--- config.mk ---
export PLATFORM = sky130hd
export DESIGN_NAME = mca_bank_error_info_fields
export DESIGN_NICKNAME = d
export VERILOG_FILES = /design/src/inc/mca_bank_pkg.sv /design/src/logic/mca_bank_error_info_fields.sv /design/src/logic/sat_counter.sv
export SDC_FILE = /design/constraint.sdc
export NUM_CORES = 1
export LEC_CHECK = 0
export ABC_AREA = 0
export BUFFER_PORTS_ARGS = -buffer_cell sky130_fd_sc_hd__buf_2
export CAP_MARGIN = 20
export CORE_UTILIZATION = 46
export CTS_CLUSTER_DIAMETER = 120
export DETAILED_ROUTE_END_ITERATION = 10
export GPL_TIMING_DRIVEN = 0
export PLACE_DENSITY = 0.76
export REMOVE_ABC_BUFFERS = 1
export SYNTH_ARGS = -nofsm -noshare
export SYNTH_HDL_FRONTEND = slang
export SYNTH_SLANG_ARGS = --single-unit
--- constraint.sdc ---
create_clock -name mclk -period 1.6 [get_ports mclk]
set_input_delay 0.32 -clock mclk [delete_from_list [all_inputs] [get_ports mclk]]
set_output_delay 0.32 -clock mclk [all_outputs]
set_load 0.005 [all_outputs]
--- src/inc/mca_bank_pkg.sv ---
// shared constants, offsets and carrier types of the error bank
package mca_bank_pkg;

	// ----------------------------------------------------------------
	// register offsets (byte addresses on the plain register port)
	// ----------------------------------------------------------------
	localparam logic [7:0] STATUS_LO_OFFSET = 8'h00;
	localparam logic [7:0] STATUS_HI_OFFSET = 8'h04;
	localparam logic [7:0] IRQ_STATUS_OFFSET = 8'h08;
	localparam logic [7:0] IRQ_MASK_OFFSET = 8'h0C;

	// ----------------------------------------------------------------
	// status field positions and widths
	// ----------------------------------------------------------------
	localparam int ERROR_CODE_LSB = 0;
	localparam int MODEL_CODE_LSB = 16;
	localparam int L3_CODE_LSB = 16;
	localparam int L3_RSVD_LSB = 19;
	localparam int L3_FIXED_LSB = 21;
	localparam int EXTRA_INFO_LSB = 32;
	localparam int EXTRA_INFO_MSB = 56;
	localparam int COUNT_LSB = 32;
	localparam int COUNT_WIDTH = 8;
	localparam int FORMAT_LSB = 40;
	localparam int SYNDROME_LSB = 44;
	localparam int SYNDROME_VALID_BIT = 52;
	localparam int HEALTH_LSB = 53;
	localparam int PCC_BIT = 57;
	localparam int ADDR_VALID_BIT = 58;
	localparam int EXTRA_DETAIL_VALID_BIT = 59;
	localparam int ENABLED_BIT = 60;
	localparam int UNCORRECTED_BIT = 61;
	localparam int OVERFLOW_BIT = 62;
	localparam int STATUS_VALID_BIT = 63;

	// ----------------------------------------------------------------
	// fixed values, masks and reset values
	// ----------------------------------------------------------------
	localparam logic [10:0] L3_FIXED_PATTERN = 11'b0010_0000_000;
	localparam logic [1:0] L3_RSVD_VALUE = 2'h0;
	// software may write everything but the count and reserved bits
	localparam logic [63:0] STATUS_WRITE_MASK = 64'hFE7F_F300_FFFF_FFFF;
	localparam logic [63:0] STATUS_READ_MASK = 64'hFE7F_F300_FFFF_FFFF;
	localparam logic [63:0] STATUS_RESET = 64'h0000_0000_0000_0000;
	localparam logic [7:0] COUNT_RESET = 8'h00;
	localparam int IRQ_WIDTH = 4;
	localparam logic [3:0] IRQ_RESET = 4'h0;
	localparam int IRQ_LOGGED = 0;
	localparam int IRQ_OVERFLOW = 1;
	localparam int IRQ_SATURATED = 2;
	localparam int IRQ_UNCORRECTED = 3;

	// ----------------------------------------------------------------
	// health encodings
	// ----------------------------------------------------------------
	localparam logic [1:0] HEALTH_NO_TRACKING = 2'h0;
	localparam logic [1:0] HEALTH_GREEN = 2'h1;
	localparam logic [1:0] HEALTH_YELLOW = 2'h2;
	localparam logic [1:0] HEALTH_RESERVED = 2'h3;

	// ----------------------------------------------------------------
	// carriers
	// ----------------------------------------------------------------
	typedef struct packed {
		logic [7:0] addr;
		logic [31:0] wdata;
		logic wr;
		logic rd;
	} bus_req_type;

	typedef struct packed {
		logic valid;
		logic uncorrected;
		logic enabled;
		logic pcc;
		logic addr_valid;
		logic extra_detail_valid;
		logic [1:0] extra_detail_format;
		logic syndrome_supplied;
		logic [7:0] syndrome;
		logic [1:0] health;
		logic cache_error;
		logic [2:0] l3_code;
		logic [15:0] model_code;
		logic [15:0] error_code;
	} log_event_type;

endpackage : mca_bank_pkg

--- src/logic/mca_bank_error_info_fields.sv ---
// error status bank: extra-info fields, cache error code and register port
`timescale 1ns/1ps
`default_nettype none
// What this block does
// - extra-info field sits in status bits 56:32, same layout for all types
// - bits 39:32 count correctable events since the last cold reset
// - count reads 1 after first event, increments, sticks at 255
// - bits 41:40 give extra-detail register format, meaningful with its valid flag
// - correctable ecc event puts its syndrome in bits 51:44
// - bit 52 set when a logged correctable ecc event supplies a syndrome
// - bits 54:53 health: 00 none, 01 green, 10 yellow, 11 reserved
// - health meaningful only with bit 63; undefined when bit 61 set
// - cache errors: 18:16 multi-way codes 000-011, 20:19 zero, fixed 31:21
// - cache errors: 18:16 codes 100-111 for single way and mixed cases
// - hardware sets valid flag on logging; only software clears it
module mca_bank_error_info_fields (
	input wire logic mclk,
	input wire logic resetn,
	input wire mca_bank_pkg::bus_req_type bus,
	output logic [31:0] rdata,
	input wire mca_bank_pkg::log_event_type log_event,
	output logic irq
);

	// ----------------------------------------------------------------
	// state
	// ----------------------------------------------------------------
	logic [63:0] bank_four_error_status;
	logic [63:0] next_status;
	logic [3:0] irq_status;
	logic [3:0] irq_mask;
	logic [3:0] next_irq_status;
	logic [7:0] event_count;
	logic count_at_max;
	logic count_was_max;

	// ----------------------------------------------------------------
	// register port decode
	// ----------------------------------------------------------------
	function automatic logic hit(input logic [7:0] addr,
		input logic [7:0] offset);
		hit = (addr == offset);
	endfunction : hit

	wire wr_lo = bus.wr && hit(bus.addr, mca_bank_pkg::STATUS_LO_OFFSET);
	wire wr_hi = bus.wr && hit(bus.addr, mca_bank_pkg::STATUS_HI_OFFSET);
	wire wr_irq = bus.wr && hit(bus.addr, mca_bank_pkg::IRQ_STATUS_OFFSET);
	wire wr_mask = bus.wr && hit(bus.addr, mca_bank_pkg::IRQ_MASK_OFFSET);

	// ----------------------------------------------------------------
	// correctable event counter
	// ----------------------------------------------------------------
	// every correctable event counts, even one that is not written in
	wire correctable_event = log_event.valid && !log_event.uncorrected;

	sat_counter #(
		.WIDTH(mca_bank_pkg::COUNT_WIDTH)
	) u_count (
		.mclk(mclk),
		.resetn(resetn),
		.inc(correctable_event),
		.count(event_count),
		.at_max(count_at_max)
	);

	// ----------------------------------------------------------------
	// overwrite policy
	// ----------------------------------------------------------------
	// a held uncorrected entry is never replaced; anything else is
	wire old_valid = bank_four_error_status[mca_bank_pkg::STATUS_VALID_BIT];
	wire old_uncorrected =
		bank_four_error_status[mca_bank_pkg::UNCORRECTED_BIT];
	wire log_write = log_event.valid && (!old_valid || !old_uncorrected);
	wire log_overflow = log_event.valid && old_valid;

	// ----------------------------------------------------------------
	// model specific code
	// ----------------------------------------------------------------
	// cache errors carry the way code plus a fixed pattern; others pass
	wire [15:0] cache_model_code = {mca_bank_pkg::L3_FIXED_PATTERN,
		mca_bank_pkg::L3_RSVD_VALUE,
		log_event.l3_code};
	wire [15:0] model_code = log_event.cache_error ? cache_model_code :
		log_event.model_code;

	// ----------------------------------------------------------------
	// syndrome and health
	// ----------------------------------------------------------------
	// syndrome is only kept for a correctable event that offers one
	wire syndrome_valid = !log_event.uncorrected &&
		log_event.syndrome_supplied;
	wire [7:0] syndrome = syndrome_valid ? log_event.syndrome : 8'h00;
	// the health code is stored as given; under an uncorrected entry it
	// is undefined, so software must not trust it then
	wire [1:0] health = log_event.health;

	// ----------------------------------------------------------------
	// new status word
	// ----------------------------------------------------------------
	// count bits stay zero here; the live count is merged on read
	wire [63:0] log_word = {
		1'b1,
		log_overflow,
		log_event.uncorrected,
		log_event.enabled,
		log_event.extra_detail_valid,
		log_event.addr_valid,
		log_event.pcc,
		2'h0,
		health,
		syndrome_valid,
		syndrome,
		2'h0,
		log_event.extra_detail_format,
		8'h00,
		model_code,
		log_event.error_code
	};

	// ----------------------------------------------------------------
	// status next value
	// ----------------------------------------------------------------
	// a hardware log wins over a software write in the same cycle, and
	// overflow is raised even when the new entry is dropped
	wire [63:0] sw_word = {
		wr_hi ? (bus.wdata & mca_bank_pkg::STATUS_WRITE_MASK[63:32]) :
			bank_four_error_status[63:32],
		wr_lo ? bus.wdata : bank_four_error_status[31:0]
	};
	wire [63:0] over_bit = 64'h1 << mca_bank_pkg::OVERFLOW_BIT;
	wire [63:0] valid_bit = 64'h1 << mca_bank_pkg::STATUS_VALID_BIT;
	assign next_status = log_write ? log_word :
		(log_overflow ? (sw_word | over_bit | valid_bit) : sw_word);

	// status register
	always_ff @(posedge mclk) begin
		if (!resetn) begin
			bank_four_error_status <= mca_bank_pkg::STATUS_RESET;
		end else begin
			bank_four_error_status <= next_status;
		end
	end

	// ----------------------------------------------------------------
	// interrupt status and mask
	// ----------------------------------------------------------------
	wire saturate_event = count_at_max && !count_was_max;
	wire [3:0] irq_events = {
		log_write && log_event.uncorrected,
		saturate_event,
		log_overflow,
		log_write
	};
	// new events win over a write-one clear in the same cycle
	assign next_irq_status = (irq_status &
		~(wr_irq ? bus.wdata[3:0] : 4'h0)) | irq_events;
	assign irq = |(irq_status & irq_mask);

	// interrupt registers
	always_ff @(posedge mclk) begin
		if (!resetn) begin
			irq_status <= mca_bank_pkg::IRQ_RESET;
			irq_mask <= mca_bank_pkg::IRQ_RESET;
			count_was_max <= 1'b0;
		end else begin
			irq_status <= next_irq_status;
			irq_mask <= wr_mask ? bus.wdata[3:0] : irq_mask;
			count_was_max <= count_at_max;
		end
	end

	// ----------------------------------------------------------------
	// read path
	// ----------------------------------------------------------------
	// the live count replaces bits 39:32 and reserved bits mask to zero
	wire [63:0] status_view = (bank_four_error_status &
		mca_bank_pkg::STATUS_READ_MASK) |
		({56'h0, event_count} << mca_bank_pkg::COUNT_LSB);
	wire [31:0] read_mux =
		hit(bus.addr, mca_bank_pkg::STATUS_LO_OFFSET) ? status_view[31:0] :
		hit(bus.addr, mca_bank_pkg::STATUS_HI_OFFSET) ? status_view[63:32] :
		hit(bus.addr, mca_bank_pkg::IRQ_STATUS_OFFSET) ? {28'h0, irq_status} :
		hit(bus.addr, mca_bank_pkg::IRQ_MASK_OFFSET) ? {28'h0, irq_mask} :
		32'h0000_0000;

	// read data register; zero outside the answer cycle
	always_ff @(posedge mclk) begin
		if (!resetn) begin
			rdata <= 32'h0000_0000;
		end else begin
			rdata <= bus.rd ? read_mux : 32'h0000_0000;
		end
	end
endmodule : mca_bank_error_info_fields
`default_nettype wire

--- src/logic/sat_counter.sv ---
// saturating event counter, cleared only by reset
`timescale 1ns/1ps
`default_nettype none
module sat_counter #(
	parameter int WIDTH = 8
) (
	input wire logic mclk,
	input wire logic resetn,
	input wire logic inc,
	output logic [WIDTH-1:0] count,
	output logic at_max
);

	localparam logic [WIDTH-1:0] MAX_COUNT = '1;
	localparam logic [WIDTH-1:0] ONE = WIDTH'(1);

	logic [WIDTH-1:0] next_count;

	// stop at all ones so a burst of events never wraps to a small count
	assign at_max = (count == MAX_COUNT);
	assign next_count = (inc && !at_max) ? count + ONE : count;

	// counter register
	always_ff @(posedge mclk) begin
		if (!resetn) begin
			count <= '0;
		end else begin
			count <= next_count;
		end
	end

endmodule : sat_counter
`default_nettype wire

==> impl_metrics.json <==
{
  "run_status": "complete, no violations",
  "dr.pass1.iters": 4,
  "min-delay-path-class": "in2reg",
  "dp_cells": 643,
  "whs_ns": 0.193,
  "path_clk_slew_ns": 0.10,
  "min_from": "bus[2]",
  "layout-area-overhead-vs-synth_pct": 27.9,
  "cts_buffer_depth": 2,
  "fp.dieW_microns": 97.4,
  "synth.avg_cell_area_sq_um": 9.69,
  "synth_edf_count": 0,
  "worstPathRequired_ns": 1.90,
  "vias_per_cell": 5.54,
  "fin_util": 0.611,
  "skew_ns": 0.0120,
  "yosysTopAreaCellShare": 0.483,
  "fmax_mhz": 659,
  "cts_tree": "done",
  "antenna_found_initial": 0,
  "rsz0062_at_grt": "false",
  "drive_gt1_frac": 0.328,
  "crit_family": "simple AND/OR/NAND/NOR gates",
  "drv_slew": 0,
  "netlist_area_sq_um": 4190,
  "max_slew.worst_pin.slew_ns": 0.616,
  "r2r_slack_ns": 0.08,
  "r2r_end": "u_count.count[4]",
  "fin_setup_tns_ns": 0,
  "hpwl_microns": 7000,
  "slowest_delay_ns": 0.50,
  "stdcell_count": 675,
  "htreeDepth": 3,
  "synth_area_leaders": "dfxtp_1, mux2i_1, o21ai_0, a21oi_1, a22o_1",
  "holdPathEnd": "irq_status[0]",
  "grt_pass1_vias": 3772,
  "drt_iter0_markers": 99,
  "die_h_microns": 97.4,
  "grt_max_degree": 63,
  "via_count": 3737,
  "drv_cap": 0,
  "ys_ff_latch": 101,
  "async_reset_ff_frac": 0,
  "ioPinCount": 132,
  "critPathCaptureType": "flop",
  "design.core.area_sq_um": 8760,
  "wirelength_microns": 11300,
  "cts.sinks": 101,
  "cp_max_fo": 6,
  "reg2regPathDepth": 5,
  "cp_data_arrival_time_ns": 1.82,
  "start_kind": "flop",
  "rows": 34,
  "remaining_drc_errors": 0,
  "ys_types": 45,
  "start_util": 0.478,
  "timing.critical_path.buf_inv": 0,
  "clk_latency_ns": 0.36,
  "final_antenna_net_count": 0,
  "yosysWarnings": 0,
  "ir_drop_v": 0.000451,
  "hold_depth": 2,
  "finalSetupViolCount": 0,
  "yosysSeqAreaShare": 0.483,
  "antenna_cells": 0,
  "pwr_density_cell_nw_per_um2": 917,
  "hold_viol_final": 0,
  "post-route-min-period_ns": 1.52,
  "period_share": 0.949,
  "slew_headroom": 0.589,
  "routedWlPerCell_microns": 16.7,
  "cts_buffers": 9,
  "worstSetupPathType": "reg2reg",
  "syn_inst": 432,
  "gp_congestion": 0.852,
  "worstPathCellList": "ha_4, nand4_1, o21ai_4, or4_1, nand2_1",
  "synth_area_leader_cell": "dfxtp_1",
  "cts_root_buf": "clkbuf_8",
  "synth_flop_cell": "dfxtp_1",
  "finalPower_w": 0.00491,
  "grt_util_all_layers": 0.242,
  "io_buffers": 131,
  "r2r-start": "u_count.count[0]",
  "grt_overflow": 0,
  "grt_pass1_wl_microns": 18300,
  "crit_slowest_cell": "or4_1",
  "die_area_sq_um": 9480,
  "power_leakage_nw": 2.56,
  "fin_nets": 662
}
where the power goes:
group	total, W	internal (W)	switching, W	leakage (nW)
sequential	0.00269	0.00262	0.0000668	0.828
combinational	0.000504	0.000236	0.000268	1.62
clock	0.00172	0.000830	0.000889	0.111
total	0.00491	0.00368	0.00122	2.56
cell usage after synthesis (2+ instances only):
| cell | n |
|---|---|
| a22o_1 | 24 |
| a311oi_1 | 3 |
| buf_4 | 2 |
| nand2_1 | 19 |
| mux2i_1 | 47 |
| nor2_1 | 25 |
| buf_2 | 5 |
| mux2_2 | 3 |
| nor2b_1 | 13 |
| a21boi_0 | 2 |
| a31oi_1 | 3 |
| a22oi_1 | 2 |
| nand3_1 | 9 |
| dfxtp_1 | 101 |
| a21oi_1 | 43 |
| xor2_1 | 3 |
| o21ai_0 | 55 |
| nand2b_1 | 2 |
| nand4_1 | 6 |
| a221oi_1 | 8 |
| clkbuf_1 | 23 |
| a2111oi_0 | 4 |
| buf_6 | 2 |
| o211ai_1 | 3 |
| and2_1 | 5 |
worst register-to-register path, stage by stage (launching register included):
cell and delay (ns):
dfxtp_4 0.37, ha_4 0.16, nand4_1 0.22, o21ai_4 0.13, or4_1 0.50, nand2_1 0.09
placed cells by master (no fill, tap or decap), types with 3 or more instances in the layout:
cell | Yosys | routed
mux2i_1 | 47 | 47
and2_1 | 5 | 5
xor2_1 | 3 | 3
a22o_1 | 24 | 24
buf_4 | 2 | 12
nor2b_1 | 13 | 13
a31oi_1 | 3 | 3
dfxtp_1 | 101 | 98
a2111oi_0 | 4 | 4
clkbuf_8 | 0 | 11
a221oi_1 | 8 | 8
buf_6 | 2 | 3
nor2_1 | 25 | 25
mux2_2 | 3 | 3
nand4_1 | 6 | 6
o21ai_0 | 55 | 54
inv_6 | 0 | 3
nand2_1 | 19 | 19
nand3_1 | 9 | 8
a311oi_1 | 3 | 3
a21oi_1 | 43 | 43
buf_2 | 5 | 128
o211ai_1 | 3 | 3
cell type report:
cell class | instances | area (sq um)
Inverter | 1 | 5.00
Fill cell | 793 | 3410
Multi-Input combinational cell | 301 | 2100
Timing Repair Buffer | 148 | 862
Tap cell | 108 | 135
Clock buffer | 11 | 151
Sequential cell | 101 | 2030
Clock inverter | 5 | 65.1
metrics by stage:
stage	setup WS [ns]	area, sq um
4_1_cts	-0.00511	5290
3_5_place_dp	-1.22	4920
5_1_grt	0.000806	5350
3_3_place_gp	-1.89	4830
6_report	0.0821	5350
2_1_floorplan	-0.956	4040
cells by family after synthesis:
kind of cell | count (synthesis) | share of synthesized area
AO/OA/AOI/OAI | 152 | 0.226
flip-flops | 101 | 0.483
AND/OR/NAND/NOR | 92 | 0.125
multiplexers | 50 | 0.120
buffers and inverters | 33 | 0.0365
XOR/XNOR | 3 | 0.00628
adder cells (fa/ha/maj) | 1 | 0.00299
metal layers:
layer  global-route usage  share of wire
met5                    0              0
met4               0.0758         0.0098
met3               0.0417          0.050
met2                0.431           0.51
met1                0.295           0.43
worst max path at each step:
stage / from / end / slack [ns] / cells past startpoint
after CTS: bus[40] / rdata[19] / -0.005 / 6
after global placement: bus[35] / bank_four_error_status[17] / -1.89 / 5
final: u_count.count[0] / u_count.count[4] / 0.08 / 5
after detailed placement: resetn / u_count.count[4] / -1.22 / 4
after global routing: u_count.count[0] / u_count.count[4] / 0.0008 / 5
after floorplan: bus[35] / bank_four_error_status[0] / -0.96 / 4
timing repair:
item | in CTS | in global routing
hold buffers | 0 | 0
pin swaps | 8 | 4
endpoints found under the setup margin | 92 | 59
cloned | 3 | 0
gates resized for setup | 13 | 6
setup buffers | 8 | 5
state kept, by name, indices dropped and copies added, names as in the netlist:
register / cells
bank_four_error_status: 52
count_was_max: 1
irq_mask: 4
irq_status: 4
rdata: 32
u_count.count: 8
Note: power is estimated with default switching activity, not from simulation.
